==> config.mk <==
export PLATFORM = sky130hd
export DESIGN_NAME = rpi_port_irq
export DESIGN_NICKNAME = d
export VERILOG_FILES = /design/src/hdl/rpi_port_irq.v
export VERILOG_INCLUDE_DIRS = /design/src /design/src/hdl
export SDC_FILE = /design/constraint.sdc
export NUM_CORES = 1
export LEC_CHECK = 0
export BUFFER_PORTS_ARGS = -buffer_cell sky130_fd_sc_hd__buf_2
export CAP_MARGIN = 5
export CORE_ASPECT_RATIO = 0.75
export CORE_MARGIN = 8
export CORE_UTILIZATION = 31
export DETAILED_ROUTE_END_ITERATION = 8
export GPL_TIMING_DRIVEN = 1
export PLACE_DENSITY = 0.61
export SLEW_MARGIN = 20
export SYNTH_ARGS = -nofsm -noshare
export SYNTH_HDL_FRONTEND = slang
export SYNTH_SLANG_ARGS = --single-unit
==> constraint.sdc <==
create_clock -name clk_in -period 2 [get_ports clk_in]
set_input_delay 0.1 -clock clk_in [delete_from_list [all_inputs] [get_ports clk_in]]
set_output_delay 0.1 -clock clk_in [all_outputs]
set_load 0.005 [all_outputs]
==> src/hdl/rpi_regs.vh <==
// Register map and field positions of the receive-port interrupt block
`ifndef RPI_REGS_VH
`define RPI_REGS_VH
`define RPI_ADDR_ENABLE_HIGH 8'hD8
`define RPI_ADDR_ENABLE_LOW 8'hD9
`define RPI_ADDR_STATUS_HIGH 8'hDA
`define RPI_ADDR_STATUS_LOW 8'hDB
`define RPI_ADDR_GPIO_STATUS 8'hDC
`define RPI_ADDR_GPIO_EDGE 8'hDD
`define RPI_ADDR_SENSOR_RISE 8'hDE
`define RPI_ADDR_SENSOR_FALL 8'hDF
`define RPI_ADDR_CSI_STATUS 8'h7A
`define RPI_RESET_BYTE 8'h00
`define RPI_ZERO_BYTE 8'h00
`define RPI_HIGH_ENABLE_MASK 8'h07
`define RPI_LOW_ENABLE_MASK 8'h7F
`define RPI_HIGH_STATUS_MASK 8'h1F
`define RPI_LOW_STATUS_MASK 8'h7F
`define RPI_GPIO_COUNT 4
`define RPI_GPIO_RESET 4'h0
// High status bits
`define RPI_HI_FWD_GPIO 4
`define RPI_HI_SENSOR 3
`define RPI_HI_ENCODING 2
`define RPI_HI_SEQUENCE 1
`define RPI_HI_CRC 0
// Low status and enable bits
`define RPI_LO_LINE_LENGTH 6
`define RPI_LO_LINE_COUNT 5
`define RPI_LO_BUFFER 4
`define RPI_LO_CSI 3
`define RPI_LO_PARITY 2
`define RPI_LO_PORT_VALID 1
`define RPI_LO_LOCK 0
// Field positions in the forward GPIO status register
`define RPI_GPIO_LATCH_LSB 4
`define RPI_GPIO_LEVEL_LSB 0
`endif

==> src/hdl/rpi_port_irq.v <==
// Receive-port interrupt enables, latched status and forward GPIO edge flags
`timescale 1ns/1ps
`include "rpi_regs.vh"

// Operation
// - Line length change raises port interrupt when enable bit 6 set.
// - Line count change raises port interrupt when enable bit 5 set.
// - Receive buffer overflow raises port interrupt when enable bit 4 set.
// - CSI receiver error raises port interrupt when enable bit 3 set.
// - Link parity error raises port interrupt when enable bit 2 set.
// - Port valid change raises port interrupt when enable bit 1 set.
// - Lock status change raises port interrupt when enable bit 0 set.
// - High status bit 4 set on enabled GPIO edge, cleared reading GPIO status.
// - High status bit 3 set on sensor change, cleared after both reads.
// - High status bit 2 encoding error, cleared reading port status two.
// - High status bit 1 sequence error, cleared reading port status one.
// - High status bit 0 CRC error, cleared reading port status one.
// - Low bits 6..4 line and buffer events, cleared reading status two.
// - Low bit 3 CSI error, cleared when CSI receive status read.
// - Low bits 2..0 parity, valid, lock, cleared reading status one.
// - GPIO status bits 7..4 latch GPIO3..0 events, clear on read.
// - GPIO status bits 3..0 show live forward GPIO3..0 levels.
// - Edge enable odd bits falling, even bits rising, per GPIO.
// - High enable bits 0..2 gate CRC, sequence, encoding interrupts.
module rpi_port_irq (
    // Clock, reset, enable
    input wire clk_in,
    input wire rst_in,
    input wire clk_en_in,
    // Register access, qualified here by port_selected_in and clk_en_in
    input wire port_selected_in,
    input wire reg_write_in,
    input wire reg_read_in,
    input wire [7:0] reg_addr_in,
    input wire [7:0] reg_wdata_in,
    output reg [7:0] reg_rdata_out,
    output reg reg_rvalid_out,
    // Event pulses from the receive port
    input wire line_length_change_in,
    input wire line_count_change_in,
    input wire buffer_overflow_in,
    input wire csi_receive_error_in,
    input wire link_parity_error_in,
    input wire port_valid_change_in,
    input wire lock_change_in,
    input wire link_encoding_error_in,
    input wire ctrl_channel_sequence_in,
    input wire ctrl_channel_crc_in,
    input wire sensor_change_in,
    // Live forward channel GPIO levels
    input wire [3:0] fwd_gpio_level_in,
    // Combined port interrupt
    output reg port_irq_out
);

    reg [7:0] port_irq_enable_high;
    reg [7:0] port_irq_enable_low;
    reg [7:0] port_irq_status_high;
    reg [7:0] port_irq_status_low;
    reg [7:0] fwd_gpio_edge_enable;
    reg [3:0] gpio_irq_latched;
    reg [3:0] gpio_level_prev;
    reg sensor_rise_read_seen;
    reg sensor_fall_read_seen;
    reg [7:0] next_rdata;
    reg [3:0] next_gpio_latched;
    reg [7:0] next_status_high;
    reg [7:0] next_status_low;
    reg [7:0] clr_high;
    reg [7:0] clr_low;
    reg [7:0] set_high;
    reg [7:0] set_low;
    reg next_rise_seen;
    reg next_fall_seen;
    reg [3:0] gpio_rise;
    reg [3:0] gpio_fall;
    reg [3:0] gpio_event;
    integer i;

    wire wr = clk_en_in && port_selected_in && reg_write_in;
    wire rd = clk_en_in && port_selected_in && reg_read_in;
    wire rd_sts1 = rd && (reg_addr_in == `RPI_ADDR_STATUS_HIGH);
    wire rd_sts2 = rd && (reg_addr_in == `RPI_ADDR_STATUS_LOW);
    wire rd_gpio = rd && (reg_addr_in == `RPI_ADDR_GPIO_STATUS);
    wire rd_csi = rd && (reg_addr_in == `RPI_ADDR_CSI_STATUS);
    wire rd_rise = rd && (reg_addr_in == `RPI_ADDR_SENSOR_RISE);
    wire rd_fall = rd && (reg_addr_in == `RPI_ADDR_SENSOR_FALL);

    // Edge detection on the live GPIO levels
    always @* begin
        for (i = 0; i < `RPI_GPIO_COUNT; i = i + 1) begin
            gpio_rise[i] = fwd_gpio_level_in[i] & ~gpio_level_prev[i];
            gpio_fall[i] = ~fwd_gpio_level_in[i] & gpio_level_prev[i];
            gpio_event[i] = (gpio_rise[i] & fwd_gpio_edge_enable[2 * i])
                | (gpio_fall[i] & fwd_gpio_edge_enable[2 * i + 1]);
        end
    end

    // Set and clear terms; set wins over a clearing read
    always @* begin
        set_low = `RPI_ZERO_BYTE;
        set_high = `RPI_ZERO_BYTE;
        clr_low = `RPI_ZERO_BYTE;
        clr_high = `RPI_ZERO_BYTE;
        set_low[`RPI_LO_LINE_LENGTH] = line_length_change_in
            & port_irq_enable_low[`RPI_LO_LINE_LENGTH];
        set_low[`RPI_LO_LINE_COUNT] = line_count_change_in
            & port_irq_enable_low[`RPI_LO_LINE_COUNT];
        set_low[`RPI_LO_BUFFER] = buffer_overflow_in
            & port_irq_enable_low[`RPI_LO_BUFFER];
        set_low[`RPI_LO_CSI] = csi_receive_error_in
            & port_irq_enable_low[`RPI_LO_CSI];
        set_low[`RPI_LO_PARITY] = link_parity_error_in
            & port_irq_enable_low[`RPI_LO_PARITY];
        set_low[`RPI_LO_PORT_VALID] = port_valid_change_in
            & port_irq_enable_low[`RPI_LO_PORT_VALID];
        set_low[`RPI_LO_LOCK] = lock_change_in
            & port_irq_enable_low[`RPI_LO_LOCK];
        // Forward GPIO and sensor summaries follow their own latches
        set_high[`RPI_HI_FWD_GPIO] = |gpio_event;
        set_high[`RPI_HI_SENSOR] = sensor_change_in;
        set_high[`RPI_HI_ENCODING] = link_encoding_error_in
            & port_irq_enable_high[`RPI_HI_ENCODING];
        set_high[`RPI_HI_SEQUENCE] = ctrl_channel_sequence_in
            & port_irq_enable_high[`RPI_HI_SEQUENCE];
        set_high[`RPI_HI_CRC] = ctrl_channel_crc_in
            & port_irq_enable_high[`RPI_HI_CRC];
        clr_low[`RPI_LO_LINE_LENGTH] = rd_sts2;
        clr_low[`RPI_LO_LINE_COUNT] = rd_sts2;
        clr_low[`RPI_LO_BUFFER] = rd_sts2;
        clr_low[`RPI_LO_CSI] = rd_csi;
        clr_low[`RPI_LO_PARITY] = rd_sts1;
        clr_low[`RPI_LO_PORT_VALID] = rd_sts1;
        clr_low[`RPI_LO_LOCK] = rd_sts1;
        clr_high[`RPI_HI_FWD_GPIO] = rd_gpio;
        clr_high[`RPI_HI_SENSOR] = next_rise_seen & next_fall_seen;
        clr_high[`RPI_HI_ENCODING] = rd_sts2;
        clr_high[`RPI_HI_SEQUENCE] = rd_sts1;
        clr_high[`RPI_HI_CRC] = rd_sts1;
        next_status_low = ((port_irq_status_low & ~clr_low) | set_low)
            & `RPI_LOW_STATUS_MASK;
        next_status_high = ((port_irq_status_high & ~clr_high) | set_high)
            & `RPI_HIGH_STATUS_MASK;
        next_gpio_latched = (rd_gpio ? `RPI_GPIO_RESET : gpio_irq_latched)
            | gpio_event;
    end

    // Both sensor status reads must be seen since the flag last set
    always @* begin
        next_rise_seen = sensor_rise_read_seen | rd_rise;
        next_fall_seen = sensor_fall_read_seen | rd_fall;
    end

    // Read data mux
    always @* begin
        next_rdata = `RPI_ZERO_BYTE;
        if (reg_addr_in == `RPI_ADDR_ENABLE_HIGH) begin
            next_rdata = port_irq_enable_high;
        end else if (reg_addr_in == `RPI_ADDR_ENABLE_LOW) begin
            next_rdata = port_irq_enable_low;
        end else if (reg_addr_in == `RPI_ADDR_STATUS_HIGH) begin
            next_rdata = port_irq_status_high;
        end else if (reg_addr_in == `RPI_ADDR_STATUS_LOW) begin
            next_rdata = port_irq_status_low;
        end else if (reg_addr_in == `RPI_ADDR_GPIO_STATUS) begin
            next_rdata = {gpio_irq_latched, fwd_gpio_level_in};
        end else if (reg_addr_in == `RPI_ADDR_GPIO_EDGE) begin
            next_rdata = fwd_gpio_edge_enable;
        end
    end

    always @(posedge clk_in or posedge rst_in) begin
        if (rst_in) begin
            port_irq_enable_high <= `RPI_RESET_BYTE;
            port_irq_enable_low <= `RPI_RESET_BYTE;
            port_irq_status_high <= `RPI_RESET_BYTE;
            port_irq_status_low <= `RPI_RESET_BYTE;
            fwd_gpio_edge_enable <= `RPI_RESET_BYTE;
            gpio_irq_latched <= `RPI_GPIO_RESET;
            gpio_level_prev <= `RPI_GPIO_RESET;
            sensor_rise_read_seen <= 1'b0;
            sensor_fall_read_seen <= 1'b0;
            reg_rdata_out <= `RPI_RESET_BYTE;
            reg_rvalid_out <= 1'b0;
            port_irq_out <= 1'b0;
        end else if (clk_en_in) begin
            gpio_level_prev <= fwd_gpio_level_in;
            gpio_irq_latched <= next_gpio_latched;
            port_irq_status_low <= next_status_low;
            port_irq_status_high <= next_status_high;
            // Read tracking restarts whenever a new sensor event arrives
            if (sensor_change_in || clr_high[`RPI_HI_SENSOR]) begin
                sensor_rise_read_seen <= 1'b0;
                sensor_fall_read_seen <= 1'b0;
            end else begin
                sensor_rise_read_seen <= next_rise_seen;
                sensor_fall_read_seen <= next_fall_seen;
            end
            if (wr) begin
                if (reg_addr_in == `RPI_ADDR_ENABLE_HIGH) begin
                    port_irq_enable_high <= reg_wdata_in & `RPI_HIGH_ENABLE_MASK;
                end else if (reg_addr_in == `RPI_ADDR_ENABLE_LOW) begin
                    port_irq_enable_low <= reg_wdata_in & `RPI_LOW_ENABLE_MASK;
                end else if (reg_addr_in == `RPI_ADDR_GPIO_EDGE) begin
                    fwd_gpio_edge_enable <= reg_wdata_in;
                end
            end
            reg_rvalid_out <= rd;
            if (rd) begin
                reg_rdata_out <= next_rdata;
            end
            port_irq_out <= (|next_status_low) | (|next_status_high);
        end
    end

endmodule // rpi_port_irq

==> impl_summary.log, run 1 <==
[metrics] status: complete, no violations
[metrics] terminus of the critical flop-to-flop path: port_irq_out
[metrics] Post-Place Setup Slack: roughly 0.16 ns
[metrics] Antenna Nets Post-Route: 0
[metrics] worst-case vdd ir drop: around 0.32 mV
[metrics] # placed instances: 376
[metrics] instance area at placement: 0.002934 mm2
[metrics] Worst R2R Start: fwd_gpio_edge_enable[1]
[metrics] Final Hold Vio Count: 0
[metrics] worst-margin pin slew: approximately 0.47 ns
[metrics] # rows: 28
[metrics] Syn Nets: roughly 260
[metrics] I/O Pins: 47
[metrics] top-area cell type share of the netlist area: 49.36%
[metrics] synthesized area divided by synthesized cell count: 11.32 um2
[metrics] power density of the placed cells: 654.7 mW/mm2
[metrics] Inserted Clock Buffers: 5
[metrics] main flop type after synthesis: dfrtp_1
[metrics] most area-consuming cells after synthesis: dfrtp_1, mux2_2, mux2_4
[metrics] number of buffers between clock root and the deepest sink: 2
[metrics] share of cells above drive strength 1: between 30% and 40%
[metrics] min cycle time layout: about 1.7 ns
[metrics] final net count: 316
[metrics] global-route wire length before repair: 11.32 mm
[metrics] Sequential Area: roughly 0.0013 mm2
[metrics] antenna cell count: 0
[metrics] pin count of the biggest net entering global routing: 28
[metrics] clock sink total: 50
[metrics] share of the core filled with cells in the final layout: 38.39%
[metrics] # DRC: 0
[metrics] number of stages on the worst hold path: 2
[metrics] max cap viols: 0
[metrics] estimated wirelength of the detail-placed design: ~5.6 mm
[metrics] critical path fanouts, max: 3
[metrics] H-Tree Depth: 2
[metrics] worst reg2reg setup slack: ~0.28 ns
[metrics] worst hold-check slack: 0.02084 ns
[metrics] remaining global-route overflow: 0
[metrics] maximum clock skew at final layout: about 0.0086 ns
[metrics] worst relative slew slack: a little under 70%
[metrics] Area growth, synth to finish: 19.89%
[metrics] combined area of the multi-input logic cells: 0.001190 mm2
[metrics] overall power: 1.990 mW
[metrics] leakage power figure: around 1.4 nW
[metrics] data required time at the worst endpoint: between 2 and 2.5 ns
[metrics] number of input and output port buffers inserted: 46
[metrics] ratio of routed vias to standard cells: about 5.3
[metrics] Die Outline Area: between 0.01 and 0.015 mm2
[metrics] post-synthesis sequential area ratio: 49.36%
[metrics] non-filler cells, final: roughly 390
[metrics] post-synth cell types: 42
[metrics] number of vias in the routed layout: 2029
[metrics] Yosys warning total: 0
[metrics] Filler Cells Inserted: between 800 and 900
[metrics] most area-hungry cell type in the Yosys netlist: dfrtp_1
[metrics] RSZ-0062 raised after global routing: no
[metrics] most frequent cell after synthesis: dfrtp_1
[metrics] Detailed Routing Iterations Pass 1: 5
[metrics] number of antenna violations at the first check in global routing: 0
[metrics] buffer cell driving the clock tree root: clkbuf_8
[metrics] number of slew-limit violations in the final report: 0
[metrics] average routed wire per standard cell: between 15 and 20 um
[metrics] clock-pin slew on the worst setup and hold paths: 0.10 ns
[metrics] Post-CTS Setup Repair Bufs: 0
[metrics] synthesis-stage register bit count: 50
[metrics] DIE WIDTH: ~120 um
[metrics] endpoint of the worst hold path: fwd_gpio_edge_enable[7]
[metrics] post-route setup slack: ~0.28 ns
[metrics] classification of the worst-slack hold path: in2reg
[metrics] fin crit share: roughly 86%
[metrics] critical path class: reg2reg
[metrics] synthesized instance count: roughly 220
[metrics] Worst Reg2Reg Path Length in Cells: 5
[metrics] CTS tree: done
[metrics] final setup TNS: 0 ns
[metrics] global router's overall resource usage: around 13%
[metrics] Post-synth ARST share: 100.0%
[metrics] cell types with the highest counts after synthesis: dfrtp_1, nand2_1, mux2_2
[metrics] number of design-rule violations left by the first detailed-router iteration: about 130
[metrics] initial core utilization: about a third
[metrics] EDFF count, synth: 0
[metrics] vertical die dimension: 94.32 um
[metrics] maximum clock rate: approximately 0.58 GHz
[metrics] hold_sp: reg_wdata_in[7]
[metrics] kind of end point of the critical path: register
[metrics] vias in the first global route: roughly 2100
[metrics] summed area of non-filler cells in the final layout: approximately 0.0030 mm2
[metrics] clock latency of the later-clocked register in the worst-skew pair: slightly above 0.3 ns
[metrics] Setup Viol. Count Final: 0
[metrics] total routed wirelength: ~6.9 mm
[metrics] netlist area before placement: about 0.0025 mm2
[metrics] GP Congestion: between 0.8 and 0.9
[metrics] floorplan core area: 0.007918 mm2
[metrics] startpoint type of the worst setup path: register
[metrics] Arr. time, crit path: 1.92 ns
power by group:
group          switching (mW)  internal (mW)
Combinational           0.137          0.126
Clock                   0.346          0.279
Sequential             0.0394           1.06
Total                   0.522           1.47
final cells by class:
type | instances | area share (%)
Clock inverter | 2 | 0.4117
Tap cell | 105 | 4.323
Clock buffer | 6 | 2.717
Timing Repair Buffer | 62 | 11.61
Multi-Input combinational cell | 155 | 39.15
Inverter | 5 | 0.6175
Sequential cell | 50 | 41.17
routing by layer:
metal,vias up,GRT usage [%],share of wire (%)
met3,6,3.243,7.4
li1,961,-,-
met1,998,18.22,48
met4,0,2.487,0.74
met5,-,0,0
met2,64,18.92,44
worst max path at each step:
stage	from	end	slack (ns)
floorplan	reg_addr_in[2]	port_irq_enable_low[0]	0.19
global placement	reg_addr_in[2]	port_irq_enable_low[3]	0.22
detailed placement	reg_addr_in[2]	port_irq_out	0.16
CTS	fwd_gpio_edge_enable[1]	port_irq_out	0.27
global route	fwd_gpio_edge_enable[1]	port_irq_out	0.18
finish	fwd_gpio_edge_enable[1]	port_irq_out	0.28
flip-flops by register name, indices dropped and copies added (netlist names):
signal,count
gpio_irq_latched,4
sensor_fall_read_seen,1
gpio_level_prev,4
port_irq_enable_high,3
port_irq_status_low,7
reg_rdata_out,8
sensor_rise_read_seen,1
port_irq_status_high,5
fwd_gpio_edge_enable,8
port_irq_out,1
port_irq_enable_low,7
reg_rvalid_out,1
critical path, stage by stage (launching register included):
cell and delay [ns]:
dfrtp_1 0.43, nand3b_1 0.09, o21ai_0 0.13, or4_1 0.63, nor3_1 0.23, a31oi_1 0.10
logic make-up (layout without fill, tap and decap cells):
kind of cell           Yosys count  in the layout  synth area share (%)
DFF                             50             50                 49.36
buffers and inverters           19             75                 3.702
muxes                           33             33                 15.75
and+or+nand+nor                 65             65                 14.26
AOI/OAI and AO/OA               57             57                 16.93
cells in the final DEF, fill, tap and decap left out, types with 7 or more instances in the layout:
master	Yosys	final
nand2_1	19	19
a32o_1	9	9
buf_4	0	15
o21ai_0	11	11
mux2_4	7	7
dfrtp_1	50	50
nor2_1	14	14
mux2_2	17	17
mux2i_1	8	8
a22o_1	7	7
buf_2	0	46
repair_timing:
action | in CTS | in global routing
resized for setup | 0 | 0
hold buffers | 1 | 0
hold endpoints to repair | 12 | 0
No activity file was read; power rests on OpenSTA's default activity.
==> run 2, diff against run 1 <==
--- a/config.mk
+++ b/config.mk
@@ -14,6 +14,7 @@
 export DETAILED_ROUTE_END_ITERATION = 8
 export GPL_TIMING_DRIVEN = 1
 export PLACE_DENSITY = 0.61
+export REMOVE_ABC_BUFFERS = 1
 export SLEW_MARGIN = 20
 export SYNTH_ARGS = -nofsm -noshare
 export SYNTH_HDL_FRONTEND = slang
==> impl_summary.log, run 2 (synthesis gave the netlist of run 1 again) <==
[metrics] global router's overall resource usage: 12.76% (+0.048 points)
[metrics] number of design-rule violations left by the first detailed-router iteration: 167 (+30%)
[metrics] maximum clock rate: 0.5777 GHz (-0.38%)
[metrics] remaining global-route overflow: 0 (unchanged)
[metrics] Area growth, synth to finish: 20.48%
[metrics] CP bufs+invs: 0 (unchanged)
[metrics] clock sink total: 50 (unchanged)
[metrics] Worst path top cell family by delay: simple AND/OR/NAND/NOR gates
[metrics] final setup TNS: 0 ns (unchanged)
[metrics] status: complete, no violations
[metrics] critical path class: reg2reg
[metrics] max cap viols: 0 (unchanged)
[metrics] number of antenna violations at the first check in global routing: 0 (unchanged)
[metrics] # placed instances: 374 (-0.53%)
[metrics] maximum clock skew at final layout: 0.004714 ns (-0.003925 ns)
[metrics] critical path, cell by cell: nand3b_1 > o21ai_0 > or4_1 > nor3_1 > a31oi_1
[metrics] share of cells above drive strength 1: 34.53% (-0.47 points)
[metrics] global-route wire length before repair: 11.39 mm (+0.66%)
[metrics] post-CTS resize count: 0 (unchanged)
[metrics] data required time at the worst endpoint: 2.18 ns (about the same)
[metrics] estimated wirelength of the detail-placed design: 5.352 mm (-3.6%)
[metrics] leakage power figure: 1.391 nW (+0.41%)
[metrics] number of vias in the routed layout: 2025 (-0.20%)
[metrics] # DRC: 0 (unchanged)
[metrics] pin count of the biggest net entering global routing: 51 (+82%)
[metrics] vias in the first global route: 2122 (+3.4%)
[metrics] overall power: 2.089 mW (+5.0%)
[metrics] non-filler cells, final: 383 (-0.52%)
[metrics] clock-pin slew on the worst setup and hold paths: 0.10 ns (about the same)
[metrics] final net count: 314 (-0.63%)
[metrics] clock latency of the later-clocked register in the worst-skew pair: 0.30 ns (about the same)
[metrics] Die Outline Area: 0.01136 mm2 (unchanged)
[metrics] CTS tree: done
[metrics] Setup Viol. Count Final: 0 (unchanged)
[metrics] worst relative slew slack: 67.28% (-1.0 points)
[metrics] worst-margin pin slew: 0.4845 ns (+0.01502 ns)
[metrics] fin crit share: 86.55% (+0.33 points)
[metrics] # rows: 28 (unchanged)
[metrics] Final Hold Vio Count: 0 (unchanged)
[metrics] antenna cell count: 0 (unchanged)
[metrics] RSZ-0062 raised after global routing: no
[metrics] power density of the placed cells: 684.1 mW/mm2 (+4.5%)
[metrics] Worst Reg2Reg Path Length in Cells: 5 (unchanged)
[metrics] number of stages on the worst hold path: 2 (unchanged)
[metrics] GP Congestion: 0.8346 (+0.86%)
[metrics] critical path's slowest cell: or4_1
[metrics] Inserted Clock Buffers: 5 (unchanged)
[metrics] startpoint type of the worst setup path: register
[metrics] H-Tree Depth: 2 (unchanged)
[metrics] worst-case vdd ir drop: 0.3115 mV (-2.5%)
[metrics] number of slew-limit violations in the final report: 0 (unchanged)
[metrics] number of hold buffers added after cts: 1 (unchanged)
[metrics] most common cell after layout, fill and taps aside: dfrtp_1
[metrics] worst reg2reg setup slack: 0.27 ns (about the same)
[metrics] DIE WIDTH: 120.4 um (unchanged)
[metrics] kind of end point of the critical path: register
[metrics] ratio of routed vias to standard cells: 5.287 (+0.32%)
[metrics] Arr. time, crit path: 1.91 ns (about the same)
[metrics] min cycle time layout: 1.731 ns (+0.006623 ns)
[metrics] average routed wire per standard cell: 17.98 um (-0.17%)
[metrics] total routed wirelength: 6.888 mm (-0.69%)
[metrics] share of the core filled with cells in the final layout: 38.57% (+0.19 points)
[metrics] critical path fanouts, max: 3 (unchanged)
[metrics] Critical Path Max Stage Delay: 0.61 ns (-0.02 ns)
[metrics] Detailed Routing Iterations Pass 1: 4 (-1)
[metrics] Crit. path cell count: 5 (unchanged)
[metrics] Filler Cells Inserted: 830 (-1.8%)
[metrics] Post-CTS Setup Repair Bufs: 0 (unchanged)
[metrics] number of buffers between clock root and the deepest sink: 2 (unchanged)
[metrics] buffer cell driving the clock tree root: clkbuf_8
[metrics] Antenna Nets Post-Route: 0 (unchanged)
[metrics] largest registers in the final layout: fwd_gpio_edge_enable: 8 flops, reg_rdata_out: 8 flops
[metrics] floorplan core area: 0.007918 mm2 (unchanged)
[metrics] most used cells in the layout excluding fill and tap cells: dfrtp_1, buf_2, nand2_1
[metrics] classification of the worst-slack hold path: in2reg
[metrics] I/O Pins: 47 (unchanged)
[metrics] number of input and output port buffers inserted: 46 (unchanged)
[metrics] initial core utilization: 32.02% (unchanged)
[metrics] vertical die dimension: 94.32 um (unchanged)
-- run 2: changes by cell type in the layout (fill, tap and decap cells not counted), sizes merged --
cell	previous run	this run
clkbuf	6	5
bufinv	0	1
clkinvlp	1	0
buf	61	59
inv	5	6
-- run 2: cell type report --
type / instances / area [um2] / share of cell area (%)
timing repair buffer: 60 / 350.3 / 11.47
clock inverter: 3 / 43.79 / 1.434
clock buffer: 5 / 68.82 / 2.253
sequential: 50 / 1251 / 40.97
tap: 105 / 131.4 / 4.302
multi-input combinational: 155 / 1190 / 38.96
inverter: 5 / 18.77 / 0.6145
-- run 2: through the flow --
| stage | setup WS, ns | hold slack (ns) | area [um2] |
|---|---|---|---|
| 3_5_place_dp | 0.1881 | 0.1690 | 2932 |
| 3_3_place_gp | 0.2323 | 0.1621 | 2932 |
| 2_1_floorplan | 0.3810 | 0.1930 | 2460 |
| 6_report | 0.2690 | 0.02468 | 3054 |
| 4_1_cts | 0.2463 | 0.02212 | 3054 |
| 5_1_grt | 0.1354 | 0.02558 | 3054 |
-- run 2: worst paths after layout --
| kind | end | from |
|---|---|---|
| max | port_irq_out | fwd_gpio_edge_enable[1] |
| min | fwd_gpio_edge_enable[7] | reg_wdata_in[7] |
| max reg2reg | port_irq_out | fwd_gpio_edge_enable[1] |
| min reg2reg | reg_rdata_out[7] | reg_rdata_out[7] |
| max in group asynchronous | reg_rdata_out[3] | rst_in |
| min in group asynchronous | reg_rvalid_out | rst_in |
-- run 2: report_power, final --
group	internal (mW)	leakage (nW)	switching (mW)
Combinational	0.127	0.670	0.134
Clock	0.375	0.0585	0.349
Sequential	1.06	0.663	0.0406
-- run 2: routing by layer --
layer  routed length [um]  global-route usage, %  up-vias
met1                 3413                  19.32      992
met4                   19                  2.487        0
met3                  665                  3.544        2
li1                     -                      -      958
met5                    0                      0        -
met2                 2789                  17.49       73
==> run 3, diff against run 2 <==
==> constraint.sdc (replaced) <==
create_clock -name clk_in -period 2 [get_ports clk_in]
set_input_delay 0.2 -clock clk_in [delete_from_list [all_inputs] [get_ports clk_in]]
set_output_delay 0.2 -clock clk_in [all_outputs]
set_load 0.005 [all_outputs]
==> impl_summary.log, run 3 (synthesis gave the netlist of run 1 again) <==
[metrics] worst hold-check slack: 0.1214 ns (+0.09668 ns)
[metrics] vertical die dimension: 94.32 um (unchanged)
[metrics] Post-Place Setup Slack: 0.01941 ns (-0.1687 ns)
[metrics] Setup Viol. Count Final: 0 (unchanged)
[metrics] share of cells above drive strength 1: 34.77% (+0.23 points)
[metrics] fraction of power consumed by the clock network: 30.8% (-3.9 points)
[metrics] number of antenna violations at the first check in global routing: 0 (unchanged)
[metrics] antenna cell count: 0 (unchanged)
[metrics] largest registers in the final layout: fwd_gpio_edge_enable: 8 flops, reg_rdata_out: 8 flops
[metrics] final setup TNS: 0 ns (unchanged)
[metrics] pin count of the biggest net entering global routing: 30 (-41%)
[metrics] floorplan core area: 0.007918 mm2 (unchanged)
[metrics] initial core utilization: 32.02% (unchanged)
[metrics] switching power: 531.5 uW (+1.4%)
[metrics] Arr. time, crit path: 1.98 ns (+0.07 ns)
[metrics] status: complete, no violations
[metrics] clock latency of the later-clocked register in the worst-skew pair: 0.31 ns (about the same)
[metrics] Switching Share: 26.95% (+1.9 points)
[metrics] # rows: 28 (unchanged)
[metrics] clock sink total: 50 (unchanged)
[metrics] min cycle time layout: 1.787 ns (+0.05582 ns)
[metrics] share of the core filled with cells in the final layout: 38.42% (-0.16 points)
[metrics] Final Hold Vio Count: 0 (unchanged)
[metrics] fin crit share: 89.34% (+2.8 points)
[metrics] global-route wire length before repair: 11.70 mm (+2.7%)
[metrics] number of slew-limit violations in the final report: 0 (unchanged)
[metrics] total routed wirelength: 6.935 mm (+0.68%)
[metrics] clock-pin slew on the worst setup and hold paths: 0.10 ns (about the same)
[metrics] maximum clock rate: 0.5597 GHz (-3.1%)
[metrics] max cap viols: 0 (unchanged)
[metrics] sequential cell fraction of total power: 55.9% (+3.1 points)
[metrics] worst setup path start: fwd_gpio_edge_enable[1]
[metrics] global router's overall resource usage: 13.00% (+0.24 points)
[metrics] Detailed Routing Iterations Pass 1: 4 (unchanged)
[metrics] I/O Pins: 47 (unchanged)
[metrics] number of design-rule violations left by the first detailed-router iteration: 136 (-19%)
[metrics] worst-margin pin slew: 0.4989 ns (+0.01443 ns)
[metrics] # DRC: 0 (unchanged)
[metrics] ratio of routed vias to standard cells: 5.336 (+0.92%)
[metrics] average routed wire per standard cell: 18.06 um (+0.42%)
[metrics] RSZ-0062 raised after global routing: no
[metrics] hold_sp: reg_wdata_in[7]
[metrics] number of input and output port buffers inserted: 46 (unchanged)
[metrics] most common cell after layout, fill and taps aside: dfrtp_1
[metrics] Internal: 1.441 mW (-8.0%)
[metrics] number of vias in the routed layout: 2049 (+1.2%)
[metrics] number of buffers between clock root and the deepest sink: 2 (unchanged)
[metrics] power density of the placed cells: 648.4 mW/mm2 (-5.2%)
[metrics] Die Outline Area: 0.01136 mm2 (unchanged)
[metrics] startpoint type of the worst setup path: register
[metrics] final net count: 315 (+0.32%)
[metrics] CTS tree: done
[metrics] Inserted Clock Buffers: 5 (unchanged)
[metrics] buffer cell driving the clock tree root: clkbuf_8
[metrics] post-CTS resize count: 0 (unchanged)
[metrics] summed area of non-filler cells in the final layout: 0.003042 mm2 (-0.41%)
[metrics] Antenna Nets Post-Route: 0 (unchanged)
[metrics] Area growth, synth to finish: 19.99%
[metrics] worst relative slew slack: 66.69% (-0.59 points)
[metrics] maximum clock skew at final layout: 0.003513 ns (-0.001201 ns)
[metrics] post-route setup slack: 0.2132 ns (-0.05582 ns)
[metrics] most used cells in the layout excluding fill and tap cells: dfrtp_1, buf_2, nand2_1
[metrics] estimated wirelength of the detail-placed design: 5.459 mm (+2.0%)
[metrics] remaining global-route overflow: 0 (unchanged)
[metrics] critical path fanouts, max: 3 (unchanged)
[metrics] H-Tree Depth: 2 (unchanged)
[metrics] kind of end point of the critical path: register
[metrics] DIE WIDTH: 120.4 um (unchanged)
[metrics] worst-case vdd ir drop: 0.2622 mV (-16%)
[metrics] classification of the worst-slack hold path: in2reg
[metrics] Filler Cells Inserted: 825 (-0.60%)
[metrics] critical path class: reg2reg
[metrics] Post-CTS Setup Repair Bufs: 0 (unchanged)
[metrics] Gate power share: 13.3% (+0.8 points)
[metrics] GP Congestion: 0.8713 (+4.4%)
[metrics] vias in the first global route: 2156 (+1.6%)
[metrics] data required time at the worst endpoint: 2.19 ns (about the same)
[metrics] Worst R2R Start: fwd_gpio_edge_enable[1]
[metrics] instance area at placement: 0.002939 mm2 (+0.26%)
[metrics] leakage power figure: 1.379 nW (-0.85%)
## run 3: cell types whose count changed in the layout (fill, tap and decap cells not counted), sizes merged
cell,previous run,this run
buf,59,60
clkinvlp,0,2
bufinv,1,0
clkinv,1,0
## run 3: cell type report
type                    instances  area, um2  area share, %
repair buffers                 61      357.8          11.76
clock buffers                   5      68.82          2.262
multi-input cells             155       1190          39.12
inverters                       5      18.77         0.6170
flip-flops and latches         50       1251          41.14
clock inverters                 3      23.77         0.7816
well taps                     105      131.4          4.319
## run 3: layer usage
metal	track usage, %	part of all wire (%)
met4	2.487	0.46
met5	0	0
met2	17.90	40
met3	4.204	9.1
met1	19.25	50
## run 3: worst paths after layout
path / end / slack, ns / cells after the start
setup / recovery: port_irq_out / 0.21 / 5
hold / removal: fwd_gpio_edge_enable[7] / 0.12 / 2
setup reg to reg: port_irq_out / 0.21 / 5
hold reg to reg: reg_rdata_out[2] / 0.48 / 2
max in group asynchronous: port_irq_enable_low[6] / 1.01 / 4
min in group asynchronous: reg_rvalid_out / 0.46 / 3
## run 3: what timing repair did
action | 4_1_cts | 5_1_grt
endpoints found under the hold margin | 21 | 0
hold buffers | 1 | 0
endpoints found under the setup margin | 0 | 0
## run 3: per-stage QoR
stage	power [mW]	std cells
after floorplan	1.244	210
after global placement	1.379	375
after detailed placement	1.385	375
after CTS	2.000	384
after global routing	2.082	384
final	1.972	384
## run 3: worst max-delay path: stages (launching register included)
cell and delay (ns):
dfrtp_1 0.45, nand3b_1 0.10, o21ai_0 0.19, or4_1 0.63, nor3_1 0.20, a31oi_1 0.10
## run 3: power groups by stage
| stage | combinational [mW] | clock, mW | sequential, mW |
|---|---|---|---|
| 2_1_floorplan | 0.134 | 0 | 1.11 |
| 3_3_place_gp | 0.258 | 0 | 1.12 |
| 3_5_place_dp | 0.263 | 0 | 1.12 |
| 4_1_cts | 0.265 | 0.633 | 1.10 |
| 5_1_grt | 0.295 | 0.676 | 1.11 |
| 6_report | 0.263 | 0.607 | 1.10 |
